==> src/verilog/pmcm_regs.vh <==
`ifndef PMCM_REGS_VH
`define PMCM_REGS_VH
// ----------------------------------------
// Register offsets
// ----------------------------------------
`define PMCM_OSC_OFS   8'h00
`define PMCM_TMR_OFS   8'h04
`define PMCM_CFG_OFS   8'h08
`define PMCM_INTC_OFS  8'h0c
`define PMCM_PIE_OFS   8'h10
`define PMCM_STAT_OFS  8'h14
// ----------------------------------------
// Field positions
// ----------------------------------------
`define PMCM_IDLE_BIT  7
`define PMCM_PFLAG_BIT 3
`define PMCM_TFLAG_BIT 6
`define PMCM_TEN_BIT   0
`define PMCM_WDT_BIT   0
`define PMCM_FSCM_BIT  1
`define PMCM_TWO_BIT   2
`define PMCM_EXT_BIT   3
`define PMCM_GIE_BIT   7
// ----------------------------------------
// Encodings, reset values and counts
// ----------------------------------------
`define PMCM_SRC_NONE  2'b00
`define PMCM_SRC_TMR   2'b01
`define PMCM_SRC_PRI   2'b10
`define PMCM_SRC_RC    2'b11
`define PMCM_SCS_RST   2'b11
`define PMCM_SW_OLD    8'h02
`define PMCM_SW_NEW    8'h03
`define PMCM_CSD_DEF   8
`endif

==> src/verilog/pmcm_top.v <==
// Implementation choices: the APB interface to the registers and the register offsets.
`include "pmcm_regs.vh"

module pmcm_top #(
  parameter [7:0] CSD_CYC = `PMCM_CSD_DEF
) (
  input  wire        sys_clk,         // System clock
  input  wire        rst_n,           // Sync reset, active low
  input  wire        psel,            // APB select
  input  wire        penable,         // APB enable
  input  wire        pwrite,          // APB direction
  input  wire [7:0]  paddr,           // APB byte address
  input  wire [31:0] pwdata,          // APB write data
  output reg  [31:0] prdata,          // APB read data
  output reg         pready,          // APB ready
  output reg         pslverr,         // APB error, unmapped
  input  wire        sleep_instr,     // Sleep instruction pulse
  input  wire        wdt_clr_instr,   // Watchdog clear pulse
  input  wire        wdt_timeout,     // Watchdog time-out pulse
  input  wire        clock_lost,      // Monitor saw clock loss
  input  wire [7:0]  irq_flags,       // Interrupt flag levels
  input  wire        pri_tick,        // Primary cycle enable
  input  wire        tmr_tick,        // Timer osc cycle enable
  input  wire        rc_tick,         // Internal RC cycle enable
  input  wire        pri_ready,       // Primary osc stable
  input  wire        tmr_running,     // Timer osc oscillating
  output reg         cpu_clk_en,      // CPU clock gate
  output reg         periph_clk_en,   // Peripheral clock gate
  output reg  [1:0]  clk_src,         // Source driving device
  output reg         pri_osc_en,      // Primary osc enable
  output reg         tmr_osc_en,      // Timer osc enable
  output reg         rc_osc_en,       // Internal RC enable
  output reg         cpu_resume,      // Execution resumes pulse
  output reg         int_vector,      // Branch to vector pulse
  output reg         wdt_reset,       // Watchdog reset pulse
  output reg         wdt_clear        // Watchdog clear pulse
);

  // ----------------------------------------
  // States
  // ----------------------------------------
  localparam [2:0] ST_RUN = 3'd0;
  localparam [2:0] ST_RDY = 3'd1;
  localparam [2:0] ST_SWO = 3'd2;
  localparam [2:0] ST_SWN = 3'd3;
  localparam [2:0] ST_SLP = 3'd4;
  localparam [2:0] ST_IDL = 3'd5;
  localparam [2:0] ST_WWT = 3'd6;
  localparam [2:0] ST_CSD = 3'd7;

  // Pick the bit of a source-indexed vector
  function sel_src;
    input [3:0] v;
    input [1:0] s;
    begin
      sel_src = v[s];
    end
  endfunction

  // ----------------------------------------
  // Software state and interrupt edge history
  // ----------------------------------------
  reg        idle_q;
  reg [1:0]  scs_q;
  reg        ten_q;
  reg        wdt_en_q;
  reg        fscm_q;
  reg        two_q;
  reg        ext_q;
  reg        gie_q;
  reg [7:0]  pie_q;
  reg [7:0]  irq_prev_q;

  // ----------------------------------------
  // Sequencer state
  // ----------------------------------------
  reg [2:0]  st_q;
  reg [2:0]  st_d;
  reg [1:0]  cur_d;
  reg [1:0]  tgt_q;
  reg [1:0]  tgt_d;
  reg [7:0]  cnt_q;
  reg [7:0]  cnt_d;
  reg        ipend_q;
  reg        ipend_d;
  reg        wirq_q;
  reg        wirq_d;
  reg        cpu_d;
  reg        per_d;
  reg        res_d;
  reg        vec_d;
  reg        wrst_d;
  reg        sw_d;

  wire [3:0] tick_v = {rc_tick, pri_tick, tmr_tick, 1'b0};
  // External clock mode needs no startup timer wait
  wire [3:0] rdy_v  = {1'b1, pri_ready | ext_q, tmr_running, 1'b0};
  // A cleared field also names the internal oscillator
  wire [1:0] src    = (scs_q == `PMCM_SRC_NONE) ? `PMCM_SRC_RC : scs_q;
  wire       tmr_bad = (src == `PMCM_SRC_TMR) && !ten_q;
  wire       irq_rise = |(irq_flags & ~irq_prev_q & pie_q);
  wire       wake   = irq_rise | wdt_timeout;
  wire       slp_ok = sleep_instr && (st_q == ST_RUN) && !(idle_q && tmr_bad);
  wire       cur_tick = sel_src(tick_v, clk_src);
  wire       tgt_tick = sel_src(tick_v, tgt_q);

  // ----------------------------------------
  // Mode sequencer, next state
  // ----------------------------------------
  always @*
  begin
    st_d    = st_q;
    cur_d   = clk_src;
    tgt_d   = tgt_q;
    cnt_d   = cnt_q;
    ipend_d = ipend_q;
    wirq_d  = wirq_q;
    cpu_d   = cpu_clk_en;
    per_d   = periph_clk_en;
    res_d   = 1'b0;
    vec_d   = 1'b0;
    wrst_d  = 1'b0;
    case (st_q)
      ST_RUN:
      begin
        cpu_d = 1'b1;
        per_d = 1'b1;
        if (wdt_timeout)
          wrst_d = 1'b1;
        else if (slp_ok && !idle_q)
        begin
          // Sleep needs no switch: CPU and peripheral clocks just stop
          st_d  = ST_SLP;
          cur_d = `PMCM_SRC_NONE;
          cpu_d = 1'b0;
          per_d = 1'b0;
        end
        else if (slp_ok)
        begin
          ipend_d = 1'b1;
          cpu_d   = 1'b0;
          if (src == clk_src)
            st_d = ST_IDL;
          else
          begin
            tgt_d = src;
            st_d  = ST_RDY;
          end
        end
        else if ((src != clk_src) && !tmr_bad)
        begin
          tgt_d   = src;
          ipend_d = 1'b0;
          st_d    = ST_RDY;
        end
      end
      ST_RDY:
      begin
        // Keep running on the old source until the new one is up; idle entry toward the timer stops peripherals while waiting
        if (sel_src(rdy_v, tgt_q))
        begin
          st_d  = ST_SWO;
          cnt_d = 8'h00;
          cpu_d = 1'b0;
          per_d = 1'b0;
        end
        else if (ipend_q && (tgt_q == `PMCM_SRC_TMR))
          per_d = 1'b0;
      end
      ST_SWO:
      begin
        if (cur_tick)
        begin
          if (cnt_q == `PMCM_SW_OLD - 8'h01)
          begin
            st_d  = ST_SWN;
            cnt_d = 8'h00;
          end
          else
            cnt_d = cnt_q + 8'h01;
        end
      end
      ST_SWN:
      begin
        if (tgt_tick)
        begin
          if (cnt_q == `PMCM_SW_NEW - 8'h01)
          begin
            cur_d = tgt_q;
            per_d = 1'b1;
            cpu_d = !ipend_q;
            st_d  = ipend_q ? ST_IDL : ST_RUN;
          end
          else
            cnt_d = cnt_q + 8'h01;
        end
      end
      ST_IDL:
      begin
        if (wake)
        begin
          st_d   = ST_CSD;
          cnt_d  = 8'h00;
          wirq_d = irq_rise;
        end
      end
      ST_SLP:
      begin
        if (wake)
        begin
          wirq_d = irq_rise;
          cnt_d  = 8'h00;
          if (two_q || fscm_q)
          begin
            cur_d = `PMCM_SRC_RC;
            per_d = 1'b1;
            st_d  = ST_CSD;
          end
          else
            st_d = ST_WWT;
        end
      end
      ST_WWT:
      begin
        // Unclocked until the chosen source reports ready
        if (sel_src(rdy_v, src))
        begin
          cur_d = src;
          per_d = 1'b1;
          st_d  = ST_CSD;
        end
      end
      ST_CSD:
      begin
        if (cur_tick)
        begin
          if (cnt_q == CSD_CYC - 8'h01)
          begin
            st_d    = ST_RUN;
            cpu_d   = 1'b1;
            per_d   = 1'b1;
            res_d   = 1'b1;
            vec_d   = wirq_q & gie_q;
            ipend_d = 1'b0;
          end
          else
            cnt_d = cnt_q + 8'h01;
        end
      end
      default:
        st_d = ST_RUN;
    endcase
    sw_d = (st_d == ST_RDY) || (st_d == ST_SWO) || (st_d == ST_SWN);
  end

  // ----------------------------------------
  // Sequencer and clock gate flops
  // ----------------------------------------
  // Reset lands in internal run with the RC clock on
  always @(posedge sys_clk)
  begin
    if (!rst_n)
    begin
      st_q          <= ST_RUN;
      clk_src       <= `PMCM_SRC_RC;
      tgt_q         <= `PMCM_SRC_RC;
      cnt_q         <= 8'h00;
      ipend_q       <= 1'b0;
      wirq_q        <= 1'b0;
      cpu_clk_en    <= 1'b1;
      periph_clk_en <= 1'b1;
      cpu_resume    <= 1'b0;
      int_vector    <= 1'b0;
      wdt_reset     <= 1'b0;
      wdt_clear     <= 1'b0;
      pri_osc_en    <= 1'b0;
      tmr_osc_en    <= 1'b0;
      rc_osc_en     <= 1'b1;
      irq_prev_q    <= 8'h00;
    end
    else
    begin
      st_q          <= st_d;
      clk_src       <= cur_d;
      tgt_q         <= tgt_d;
      cnt_q         <= cnt_d;
      ipend_q       <= ipend_d;
      wirq_q        <= wirq_d;
      cpu_clk_en    <= cpu_d;
      periph_clk_en <= per_d;
      cpu_resume    <= res_d;
      int_vector    <= vec_d;
      wdt_reset     <= wrst_d;
      wdt_clear     <= slp_ok | wdt_clr_instr | (clock_lost & fscm_q);
      // Primary runs only while in use, targeted or awaited
      pri_osc_en    <= (cur_d == `PMCM_SRC_PRI) ||
                       (sw_d && (tgt_d == `PMCM_SRC_PRI)) ||
                       ((st_d == ST_WWT) && (src == `PMCM_SRC_PRI));
      tmr_osc_en    <= ten_q;
      rc_osc_en     <= (cur_d == `PMCM_SRC_RC) || wdt_en_q || fscm_q ||
                       (sw_d && (tgt_d == `PMCM_SRC_RC));
      irq_prev_q    <= irq_flags;
    end
  end

  // ----------------------------------------
  // APB slave, zero wait states
  // ----------------------------------------
  wire       setup = psel && !penable;
  wire       wr_en = psel && penable && pready && pwrite;
  wire       hit   = (paddr == `PMCM_OSC_OFS) || (paddr == `PMCM_TMR_OFS) ||
                     (paddr == `PMCM_CFG_OFS) || (paddr == `PMCM_INTC_OFS) ||
                     (paddr == `PMCM_PIE_OFS) || (paddr == `PMCM_STAT_OFS);
  reg [31:0] rd_d;

  // Read mux; flags are derived from the live source
  always @*
  begin
    rd_d = 32'h0000_0000;
    case (paddr)
      `PMCM_OSC_OFS:
      begin
        rd_d[`PMCM_IDLE_BIT]  = idle_q;
        rd_d[`PMCM_PFLAG_BIT] = (clk_src == `PMCM_SRC_PRI);
        rd_d[1:0]             = scs_q;
      end
      `PMCM_TMR_OFS:
      begin
        rd_d[`PMCM_TFLAG_BIT] = (clk_src == `PMCM_SRC_TMR);
        rd_d[`PMCM_TEN_BIT]   = ten_q;
      end
      `PMCM_CFG_OFS:
      begin
        rd_d[`PMCM_WDT_BIT]  = wdt_en_q;
        rd_d[`PMCM_FSCM_BIT] = fscm_q;
        rd_d[`PMCM_TWO_BIT]  = two_q;
        rd_d[`PMCM_EXT_BIT]  = ext_q;
      end
      `PMCM_INTC_OFS:
        rd_d[`PMCM_GIE_BIT] = gie_q;
      `PMCM_PIE_OFS:
        rd_d[7:0] = pie_q;
      `PMCM_STAT_OFS:
        rd_d[2:0] = st_q;
      default:
        rd_d = 32'h0000_0000;
    endcase
  end

  // Bus handshake and register writes; only software touches these
  always @(posedge sys_clk)
  begin
    if (!rst_n)
    begin
      pready   <= 1'b0;
      pslverr  <= 1'b0;
      prdata   <= 32'h0000_0000;
      idle_q   <= 1'b0;
      scs_q    <= `PMCM_SCS_RST;
      ten_q    <= 1'b0;
      wdt_en_q <= 1'b0;
      fscm_q   <= 1'b0;
      two_q    <= 1'b0;
      ext_q    <= 1'b0;
      gie_q    <= 1'b0;
      pie_q    <= 8'h00;
    end
    else
    begin
      pready  <= setup;
      pslverr <= setup && !hit;
      prdata  <= (setup && !pwrite) ? rd_d : 32'h0000_0000;
      if (wr_en)
      begin
        case (paddr)
          `PMCM_OSC_OFS:
          begin
            idle_q <= pwdata[`PMCM_IDLE_BIT];
            scs_q  <= pwdata[1:0];
          end
          `PMCM_TMR_OFS:
            ten_q <= pwdata[`PMCM_TEN_BIT];
          `PMCM_CFG_OFS:
          begin
            wdt_en_q <= pwdata[`PMCM_WDT_BIT];
            fscm_q   <= pwdata[`PMCM_FSCM_BIT];
            two_q    <= pwdata[`PMCM_TWO_BIT];
            ext_q    <= pwdata[`PMCM_EXT_BIT];
          end
          `PMCM_INTC_OFS:
            gie_q <= pwdata[`PMCM_GIE_BIT];
          `PMCM_PIE_OFS:
            pie_q <= pwdata[7:0];
          default:
            gie_q <= gie_q;
        endcase
      end
    end
  end

endmodule

==> config.mk <==
export PLATFORM = sky130hd
export DESIGN_NAME = pmcm_top
export DESIGN_NICKNAME = d
export VERILOG_FILES = /design/src/verilog/pmcm_top.v
export VERILOG_INCLUDE_DIRS = /design/src /design/src/verilog
export SDC_FILE = /design/constraint.sdc
export NUM_CORES = 1
export LEC_CHECK = 0
export ABC_AREA = 1
export BUFFER_PORTS_ARGS = -buffer_cell sky130_fd_sc_hd__buf_2
export CAP_MARGIN = 25
export CORE_ASPECT_RATIO = 1.25
export CORE_MARGIN = 5
export CORE_UTILIZATION = 50
export DETAILED_ROUTE_END_ITERATION = 10
export PLACE_DENSITY = 0.75
export SLEW_MARGIN = 15
export SYNTH_ARGS = -nofsm -noshare
export SYNTH_HDL_FRONTEND = slang
export SYNTH_SLANG_ARGS = --single-unit
==> constraint.sdc <==
create_clock -name sys_clk -period 4.55 [get_ports sys_clk]
set_input_delay 0.91 -clock sys_clk [delete_from_list [all_inputs] [get_ports sys_clk]]
set_output_delay 0.91 -clock sys_clk [all_outputs]
set_load 0.005 [all_outputs]
### After elaboration in Yosys (flattened, before gate mapping)

Index checks and enable logic that the tools add are counted.

| cells by class | value |
|---|---|
| $add $sub $neg | 1 |
| order comparisons | 3 |
| equal/unequal tests | 46 |
| muxes and demuxes | 84 |
| bitwise logic cells | 9 |
| reduce and logical (&&, ||, !) cells | 61 |

Operator list:

| operator | count |
|---|---|
| two-way mux 8 bit | 8 |
| two-way mux 3 bit | 16 |
| one-hot mux 8 bit (5 select lines) | 1 |
| two-way mux 1 bit | 30 |
| two-way mux 2 bit | 14 |
| inequality test 2 bit (second input constant) | 13 |
| one-hot mux 3 bit (8 select lines) | 1 |
| bitwise AND 8 bit | 2 |
| == test 8 x 3 -> 1 bit (second input constant) | 2 |
| == test 8 x 4 -> 1 bit (second input constant) | 2 |
| == test 8 x 5 -> 1 bit (second input constant) | 2 |
| logical AND 1 bit | 16 |
| AND reduction 2 bit | 8 |
| == test 3 bit (second input constant) | 5 |
| logical OR 1 bit | 13 |
| == test 2 bit (second input constant) | 6 |
| == test 3 x 2 -> 1 bit (second input constant) | 4 |
| AND reduction 6 bit | 2 |
| < comparator 2 x 3 -> 1 bit (second input constant) | 3 |
| one-hot mux 1 bit (3 select lines) | 3 |
| AND reduction 9 bit | 1 |
| adder 8 x 1 -> 8 bit (second input constant) | 1 |
| binary-select mux 1 bit (select 2 bit) | 4 |
| == test 8 x 1 -> 1 bit (second input constant) | 1 |
| other kinds (29) | 46 |

| word-level totals | value |
|---|---|
| register bits after elaboration | 85 |
| input port bits | 62 |
| logic and storage cells | 234 |

### Depth between registers and ports, before layout

Gate-level depths: netlist of the first run.

| logic depth | value |
|---|---|
| depth after elaboration | 17 |
| gate-level depth with buffers | 15 |
| mapped depth without buffers | 15 |

### Least setup slack after synthesis of the first run

No wires, ideal clock.

| timing path | value |
|---|---|
| path kind | input-to-reg |
| from | input paddr[1] |
| to | register pie_q[4] |
| data arrival time | 1.953 ns |
| data required time | 4.430 ns |
| setup slack | 2.477 ns |
| cell stages on the path | 8 |
| path through | nor2_1 -> nand2_1 -> nor2_1 -> nand4_1 -> nor2_2 -> inv_1 -> o21ai_0 -> a21oi_1 |

| on the way | value |
|---|---|
| cells in the longest elaborated chain, start to end | 2 |

Ends and longest elaborated chain:

| what | line | text |
|---|---|---|
| start, declared | pmcm_top.v:12 | `input wire [7:0] paddr,` |
| == test 8 x 5 -> 1 bit | pmcm_top.v:375 | `case (paddr)` |
| AND reduction 2 bit (no line) | n/a |  |
| end signal, assigned | pmcm_top.v:393 | `pie_q <= pwdata[7:0];` |
| end, declared | pmcm_top.v:71 | `reg [7:0] pie_q;` |

No other way between the ends.
A chain may end at the register's enable or synchronous reset.

### Final worst setup path of the first run

| timing path | value |
|---|---|
| from | input rst_n |
| to | register prdata[0] |

| on the way | value |
|---|---|
| cells in the longest elaborated chain, start to end | 1 |

Ends and longest elaborated chain:

| what | line | text |
|---|---|---|
| start, declared | pmcm_top.v:8 | `input wire rst_n,` |
| AND reduction 2 bit (no line) | n/a |  |
| end signal, assigned | pmcm_top.v:372 | `prdata <= (setup && !pwrite) ? rd_d : 32'h0000_0000;` |
| end, declared | pmcm_top.v:14 | `output reg [31:0] prdata,` |

No other way between the ends.

==> summary by stage, run 1 <==
Run status
The flow ran to the end, and the final reports show no timing, DRC or antenna violations.

Pwr
The share of total power in combinational logic is 0.329. The total power per unit cell area is 409 mW/mm2. The clock network fraction of design power is 0.279.

The largest voltage drop on the vdd net is 184 uV. The internal power is 977 uW. The analysis attributes to cell leakage a power of 1.91 nW. The switching power share of the total is 0.393. The relative contribution of sequential cells to total power is 0.393. The total net switching power is 632 uW.

Worst setup path
The worst setup path is of the primary input to flop kind. The number of cells on the worst reg-to-reg path is 12. STA puts the critical path data required time at 4.81 ns. The start of the worst register-to-register path is st_q[1]. Of all nets on the critical path, the largest fanout is 30.

Tracing the worst setup path back leads to its startpoint at rst_n. The critical path arrival is 2.82 ns. The worst register-to-register path ends at pri_osc_en. The worst register-to-register path has a setup slack of 2.58 ns. The type of element launching the critical path is a primary input. The endpoint type of the worst setup path is a flop.

STA
The final critical-path share of the clock period is 0.564. The final period demand of the worst path is 2.57 ns. The number of hold-slack violations in the final timing report is 0. Setup repair after global routing left no endpoint under its margin. Clock skew on the completed layout was measured at 0.00782 ns. Measured against its own limit, the worst slew margin works out to 0.479.

Setup violations remaining at the end of the flow were counted as 0. The final number of max-transition violations is 0. The post-route setup TNS is 0 ns. The transition time at the pin with the least slew margin is 0.775 ns. Timing would allow up to 389 MHz. After layout, the worst setup slack is 1.98 ns.

Synthesis
The average cell area after synthesis is 6.93 um2. The cell accounting for the most synthesized area is sky130_fd_sc_hd__dfxtp_1. The commonest cells after synthesis are sky130_fd_sc_hd__nand2_1, sky130_fd_sc_hd__inv_1, sky130_fd_sc_hd__dfxtp_1, sky130_fd_sc_hd__nor2_1, sky130_fd_sc_hd__nand3_1. The multiplexer share of the synthesized area is 0. Yosys mapped a number of flops with a built-in enable equal to 0. Ranked by total cell area, the synthesized netlist is headed by sky130_fd_sc_hd__dfxtp_1, sky130_fd_sc_hd__nand2_1, sky130_fd_sc_hd__inv_1. The area share of the largest cell type after synthesis is 0.352.

The number of different library cells used by synthesis comes to 47. The dominant combinational cell family by area after synthesis is simple AND/OR/NAND/NOR gates. The post-synthesis xor/xnor area fraction is 0.0177. Yosys instantiated no cell more often than sky130_fd_sc_hd__nand2_1. The area of the mapped netlist is 0.00347 mm2.

The portion of the post-synthesis area used by sequential elements is 0.352. The fraction of synthesis flops using an asynchronous set or reset pin is 0. The cell count after synthesis came out at 501. In this run, synthesis produced a sequential element count of 61. The adder and majority gate portion of the synthesized area is 0.0108. Yosys printed 0 warnings.

The primary flip-flop cell chosen by synthesis mapping is sky130_fd_sc_hd__dfxtp_1. The share of the synthesized area in compound gates (AO/OA/AOI/OAI) came to 0.142. Of the total synthesized cell area, the portion taken by AND, OR, NAND and NOR gates is 0.335.

Routing
The final routed wire length divided by cell count is 13.2 um. Wire segments on met2 add up to 4420 um in the final route. The vias per cell is 5.02. The routed length on met1 is 3440 um. The number of DRC violations after detailed routing is 0. The routed design uses 564 um of met3 wire.

For this block, the initial DRC count from the detailed router was 194. The number of nets with antenna violations after routing is 0. The via total after detailed routing is 3,304. In this run the top signal layer used is met4.

Before antenna repair, the detailed router went through 4 iterations. Summed over all layers, the routed wires come to 8670 um.

Die
Row generation in the floorplan step produced 34 rows. In this run the vertical extent of the chip is 103 um. The die is 84.5 um wide. The number of primary I/O pins is 107. The die covers 0.00872 mm2.

For this configuration, the core starts out at a cell density of 0.507. The placeable core area is 0.00685 mm2.

Placement
The placer congestion estimate is 0.933. The number of port buffers is 58. The placed wire-length estimate is 6850 um. Timing analysis after detailed placement gives a worst setup slack of 1.67 ns.

Global route
The total routing resource utilization after global routing is 0.208. The initial antenna violation count was 0. Entering global routing, the biggest net connects 31 pins. The first global-routing pass estimated 14,300 um of wire. The number of global-route vias before repair came to 3,145. The final global-route overflow total is 0.

Layout
The final net count is 628. The share of the core filled with cells in the final layout is 0.574. The area growth from synthesis to layout is 13.3%. The share of layout cells above drive strength 1 is 0.204. 0 antenna diodes ended up in the layout.

Worst hold path
The path with the worst hold slack has its endpoint at wirq_q. The start point of the worst min-delay path is wirq_q. The tightest min-delay check is of the flop to flop type.

The worst hold path depth is 2.

Clock network
The post-CTS setup repair buffer count is 0. The clock tree from TritonCTS is yes. The post-cts resize count is 0. The cell sitting at the root of the clock tree is a sky130_fd_sc_hd__clkbuf_8. The buffer depth of the longest clock path is 2. The number of buffers inserted for hold repair after clock tree synthesis is 0.

The clock reaches the later pin of the worst-skew pair after 0.35 ns. After clock tree synthesis, the clock-pin slew on the worst setup and hold paths is 0.07 ns. The count of clock tree sinks is 61. The clock buffer count from CTS is 9. The clock tree synthesis step divided the H-tree into 3 levels.

Job
Across the run, the number of max-cap violations was 0.
==> metal layers <==
layer | global-route usage | vias up
met3 | 0.0424 | 19
met2 | 0.373 | 122
li1 | - | 1691
met1 | 0.233 | 1472
met4 | 0.106 | 0
met5 | 0 | -
==> power by group through the flow <==
stage	Combinational [mW]	Clock [mW]	Sequential [mW]
after floorplan	0.428	0	0.622
after global placement	0.520	0	0.641
after detailed placement	0.528	0	0.644
after CTS	0.529	0.458	0.632
after global routing	0.601	0.489	0.640
final	0.529	0.448	0.632
==> registers in the layout, summed over array words and instances (netlist names), 2 cells and up <==
| name | flops |
|---|---|
| prdata | 8 |
| scs_q | 2 |
| tgt_q | 2 |
| cnt_q | 8 |
| clk_src | 2 |
| st_q | 3 |
| pie_q | 8 |
| irq_prev_q | 8 |
==> per-stage QoR <==
stage / cells / power [mW] / hold WS (ns) / area, um2
detailed placement: 642 / 1.17 / 0.454 / 3750
floorplan: 524 / 1.05 / 0.420 / 3560
global route: 658 / 1.73 / 0.485 / 3930
CTS: 658 / 1.62 / 0.464 / 3930
global placement: 642 / 1.16 / 0.440 / 3750
finish: 658 / 1.61 / 0.461 / 3930
==> area by class of cell <==
type / count / area (um2)
clock inverters: 6 / 45.0
clock buffers: 10 / 138
multi-input cells: 359 / 1840
repair buffers: 58 / 290
inverters: 74 / 280
well taps: 90 / 113
flip-flops and latches: 61 / 1220
fillers: 700 / 2920
==> cells in the final DEF, fill, tap and decap left out, types with 2 or more instances in the layout <==
cell type                  Yosys  final
sky130_fd_sc_hd__a211oi_1      4      4
sky130_fd_sc_hd__a21boi_0      2      2
sky130_fd_sc_hd__a21oi_1      26     26
sky130_fd_sc_hd__a31oi_1       2      2
sky130_fd_sc_hd__buf_2         0     58
sky130_fd_sc_hd__clkbuf_8      0     10
sky130_fd_sc_hd__clkinv_2      0      2
sky130_fd_sc_hd__clkinv_4      0      2
sky130_fd_sc_hd__conb_1        1     24
sky130_fd_sc_hd__dfxtp_1      61     61
sky130_fd_sc_hd__ha_1          3      3
sky130_fd_sc_hd__inv_1        64     64
sky130_fd_sc_hd__inv_2         8      8
sky130_fd_sc_hd__inv_6         0      2
sky130_fd_sc_hd__nand2_1     110    110
sky130_fd_sc_hd__nand2_2       8      8
sky130_fd_sc_hd__nand2_4       2      2
sky130_fd_sc_hd__nand3_1      39     39
sky130_fd_sc_hd__nand3_2       3      3
sky130_fd_sc_hd__nand3_4       2      2
sky130_fd_sc_hd__nand3b_1      2      2
sky130_fd_sc_hd__nand4_1       5      5
sky130_fd_sc_hd__nor2_1       54     54
sky130_fd_sc_hd__nor2_2        4      4
sky130_fd_sc_hd__nor2_4        4      4
sky130_fd_sc_hd__nor3_1        8      8
sky130_fd_sc_hd__nor4_2        2      2
sky130_fd_sc_hd__o211ai_1      4      4
sky130_fd_sc_hd__o21ai_0      25     25
sky130_fd_sc_hd__o21ai_2       2      2
sky130_fd_sc_hd__o21bai_1      2      2
sky130_fd_sc_hd__xor2_1        7      7
==> logic make-up (layout without fill, tap and decap cells) <==
| group | count (synthesis) | in the layout |
|---|---|---|
| other cells | 1 | 24 |
| fa+ha+maj | 3 | 3 |
| compound gates | 78 | 78 |
| xor+xnor | 7 | 7 |
| buf+inv | 104 | 148 |
| simple gates | 247 | 247 |
| flops | 61 | 61 |
==> worst max path at each step <==
stage	cells after the start	end
final	7	prdata[0]
after global routing	7	prdata[0]
after CTS	7	prdata[0]
after detailed placement	7	prdata[0]
after global placement	7	prdata[0]
after floorplan	8	pie_q[4]
==> worst max-delay path: stages <==
cell,delay (ns)
sky130_fd_sc_hd__buf_2,0.47
sky130_fd_sc_hd__inv_2,0.32
sky130_fd_sc_hd__nor3_1,0.31
sky130_fd_sc_hd__inv_1,0.07
sky130_fd_sc_hd__nor2_1,0.27
sky130_fd_sc_hd__o21ai_0,0.21
sky130_fd_sc_hd__a22oi_1,0.25
Power figures use the tool's default switching activity.
==> run 2, diff against run 1 <==
- CORE_UTILIZATION: 50 -> 47
- PLACE_DENSITY: 0.75 -> 0.74
- clock period: 4.55 -> 2.27 ns (I/O delays scaled with it)
==> summary by stage, run 2 (same netlist as run 1, synthesis figures left out) <==
Placement
The placed wire-length estimate is 7120 um (+3.9%). The area after detailed placement is 0.00382 mm2 (+1.9%). The placer congestion estimate came to 0.965 (+3.4%). The number of port buffers came to 58 (unchanged). The worst slack at placement is 0.388 ns (-1.28 ns).

Worst hold path
The worst hold path terminates at irq_prev_q[2]. The worst hold path depth is 3 (+1). The worst hold path begins at irq_flags[2]. The kind of path behind the tightest hold check is primary input to flop.

Clock network
The H-tree depth is 3 (unchanged). The post-CTS setup repair buffer count was 0 (unchanged). The post-cts resize count is 0 (unchanged). The CTS clock-pin slew for the worst setup and hold paths is 0.07 ns (about the same). The clock tree from TritonCTS is yes. The clock latency reported for the late side of the worst-skew pair is 0.34 ns (about the same). The count of clock tree sinks was 61 (unchanged). The clock buffer count from CTS is 9 (unchanged).

The root buffer cell chosen for the clock tree is sky130_fd_sc_hd__clkbuf_8. The buffer depth of the longest clock path is 2 (unchanged). The number of buffers inserted for hold repair after clock tree synthesis is 0 (unchanged).

Worst setup path
The number of buffer and inverter stages on the critical path came to 1 (-2). The endpoint of the worst register-to-register path is pri_osc_en. The worst setup path is captured at a flop.

The setup slack on the worst flop-to-flop path is 0.35 ns (-2.23 ns). The maximum net fanout on the critical path is 8 (-73%). The critical path starts at st_q[0]. The cell depth of the worst flop-to-flop path was 12 (unchanged). The critical path arrival was 2.19 ns (-0.63 ns). The critical path is of the flop to flop type. The dominant delay contributor by cell family on the critical path is simple AND/OR/NAND/NOR gates.

The data required time of the critical path was 2.54 ns (-2.27 ns). The startpoint identified for the worst register-to-register timing path is st_q[0]. The type of element launching the critical path is a flop. By instance count, the cell type seen most on the critical path is sky130_fd_sc_hd__nand2_2. The critical path goes through nand2_2, nor2_4, nand3_2, nand2_2, inv_2, nand2_2, nor2_1, nand2_1, nand2_2, nand2_1, nand3_1, a21oi_2. The delay of the slowest cell on the worst path is 0.59 ns (+0.12 ns). On the critical path, the stage with the largest delay is an instance of sky130_fd_sc_hd__dfxtp_1.

Pwr
The internal power was 2.14 mW (+120%). The total power is 3.39 mW (+110%). The total net switching power is 1.25 mW (+97%). The relative contribution of sequential cells to total power came to 0.373 (-0.020). The switching power share of the total is 0.368 (-0.0250). The largest voltage drop on the vdd net came to 419 uV (+130%). The leakage power came to 1.97 nW (+2.9%). The clock network fraction of design power came to 0.302 (+0.023). The total power per unit cell area is 841 mW/mm2 (+110%). The share of total power in combinational logic came to 0.325 (-0.004).

Die
The overall die height is 106 um (+2.8%). The die width is 86.9 um (+2.8%). The placement row count is 35 (+2.9%). The area enclosed by the die boundary is 0.00921 mm2 (+5.7%). The placeable core area is 0.00727 mm2 (+6.1%). The number of primary I/O pins came to 107 (unchanged). The initial standard-cell utilization of the core was 0.477 (-0.0293).

STA
The setup clock skew after layout is 0.00862 ns (+0.000798 ns). The number of setup violations in the final report is 0 (unchanged). The setup slack of the critical path after layout came to 0.350 ns (-1.63 ns). The post-route setup TNS is 0 ns (unchanged).

The final number of max-transition violations is 0 (unchanged). Dividing the final minimum period by the clock period gives 0.846. Setup repair after global routing left no endpoint under its margin. The number of hold-slack violations in the final timing report is 0 (unchanged).

The highest achievable clock rate is 521 MHz. For the finished layout, the period the worst path requires is 1.92 ns.

Run status
The flow ran to the end, and the final reports show no timing, DRC or antenna violations.

Global route
The total routing resource utilization after global routing is 0.205 (-0.00249). The final global-route overflow total is 0 (unchanged). The maximum number of pins on one net before global-route repair came to 30 (-3.2%).

The initial antenna violation count is 0 (unchanged). The number of global-route vias before repair was 3,285 (+4.5%). The global-route wire length before repair is 15,000 um (+4.8%).

Layout
In the layout the commonest cells are sky130_fd_sc_hd__nand2_1, sky130_fd_sc_hd__inv_1, sky130_fd_sc_hd__dfxtp_1. The area of the multi-input gates is 0.00184 mm2 (unchanged). The sequential cell area is 0.00122 mm2 (unchanged). The final non-filler cell area is 0.00403 mm2 (+2.5%). The area growth from synthesis to layout is 16.2%. The count of fill cells added during filler insertion is 735 (+5.0%). Leaving out fill and tap cells, the most frequent cell in the layout is sky130_fd_sc_hd__nand2_1. The final net count was 637 (+1.4%). The number of inserted diodes came to 0 (unchanged).

The share of layout cells above drive strength 1 was 0.215 (+0.0107).

Job
The number of max-cap violations is 0 (unchanged).

Routing
The routed wire length came to 8970 um (+3.5%). The vias per cell is 4.98 (-0.84%). The first-pass iteration count of the detailed router came to 5 (+1). The number of nets with antenna violations after routing is 0 (unchanged).

The via total after detailed routing came to 3,331 (+0.82%). The final routed wire length divided by cell count is 13.4 um (+1.8%). The number of DRC violations after detailed routing was 0 (unchanged). The number of violations reported at the end of detailed-routing iteration 0 is 256 (+32%).
run 2: cell types whose count changed in the layout (fill, tap and decap cells not counted), sizes merged:
cell and change:
clkbuf +3, clkinvlp +1, bufinv +1, inv -2
buf +9, clkinv -3
run 2: power by group through the flow:
stage | Combinational (mW) | Sequential [mW] | Clock [mW]
after floorplan | 0.857 | 1.25 | 0
after global placement | 1.08 | 1.28 | 0
after detailed placement | 1.09 | 1.29 | 0
after CTS | 1.10 | 1.26 | 1.05
after global routing | 1.23 | 1.28 | 1.09
final | 1.10 | 1.26 | 1.02
run 2: per-stage QoR:
stage,util,instances,hold slack [ns]
global placement,0.525,653,0.439
global route,0.554,669,0.304
detailed placement,0.525,653,0.444
floorplan,-,524,0.420
finish,0.554,669,0.305
CTS,0.554,669,0.289
run 2: worst min-delay path, cell delays in order:
cell,delay (ns)
sky130_fd_sc_hd__buf_2,0.09
sky130_fd_sc_hd__nand2_1,0.04
sky130_fd_sc_hd__inv_1,0.04
run 2: metal layers:
metal  GRT usage  vias to the layer above  routed length (um)
met2       0.353                       98                4550
met4      0.0846                        0                 175
li1            -                     1709                   -
met5           0                        -                   0
met3      0.0395                       14                 539
met1       0.244                     1510                3700
run 2: area by class of cell:
cell class,count,share of cell area
Timing Repair Buffer,67,0.0888
Clock inverter,3,0.0106
Sequential cell,61,0.303
Inverter,74,0.0695
Multi-Input combinational cell,359,0.458
Clock buffer,13,0.0419
Tap cell,92,0.0286
run 2: worst max path at each step:
stage / endpoint / depth (start not counted)
2_1_floorplan: cnt_q[3] / 11
3_3_place_gp: cnt_q[3] / 9
3_5_place_dp: pri_osc_en / 12
4_1_cts: pri_osc_en / 12
5_1_grt: pri_osc_en / 12
6_report: pri_osc_en / 12
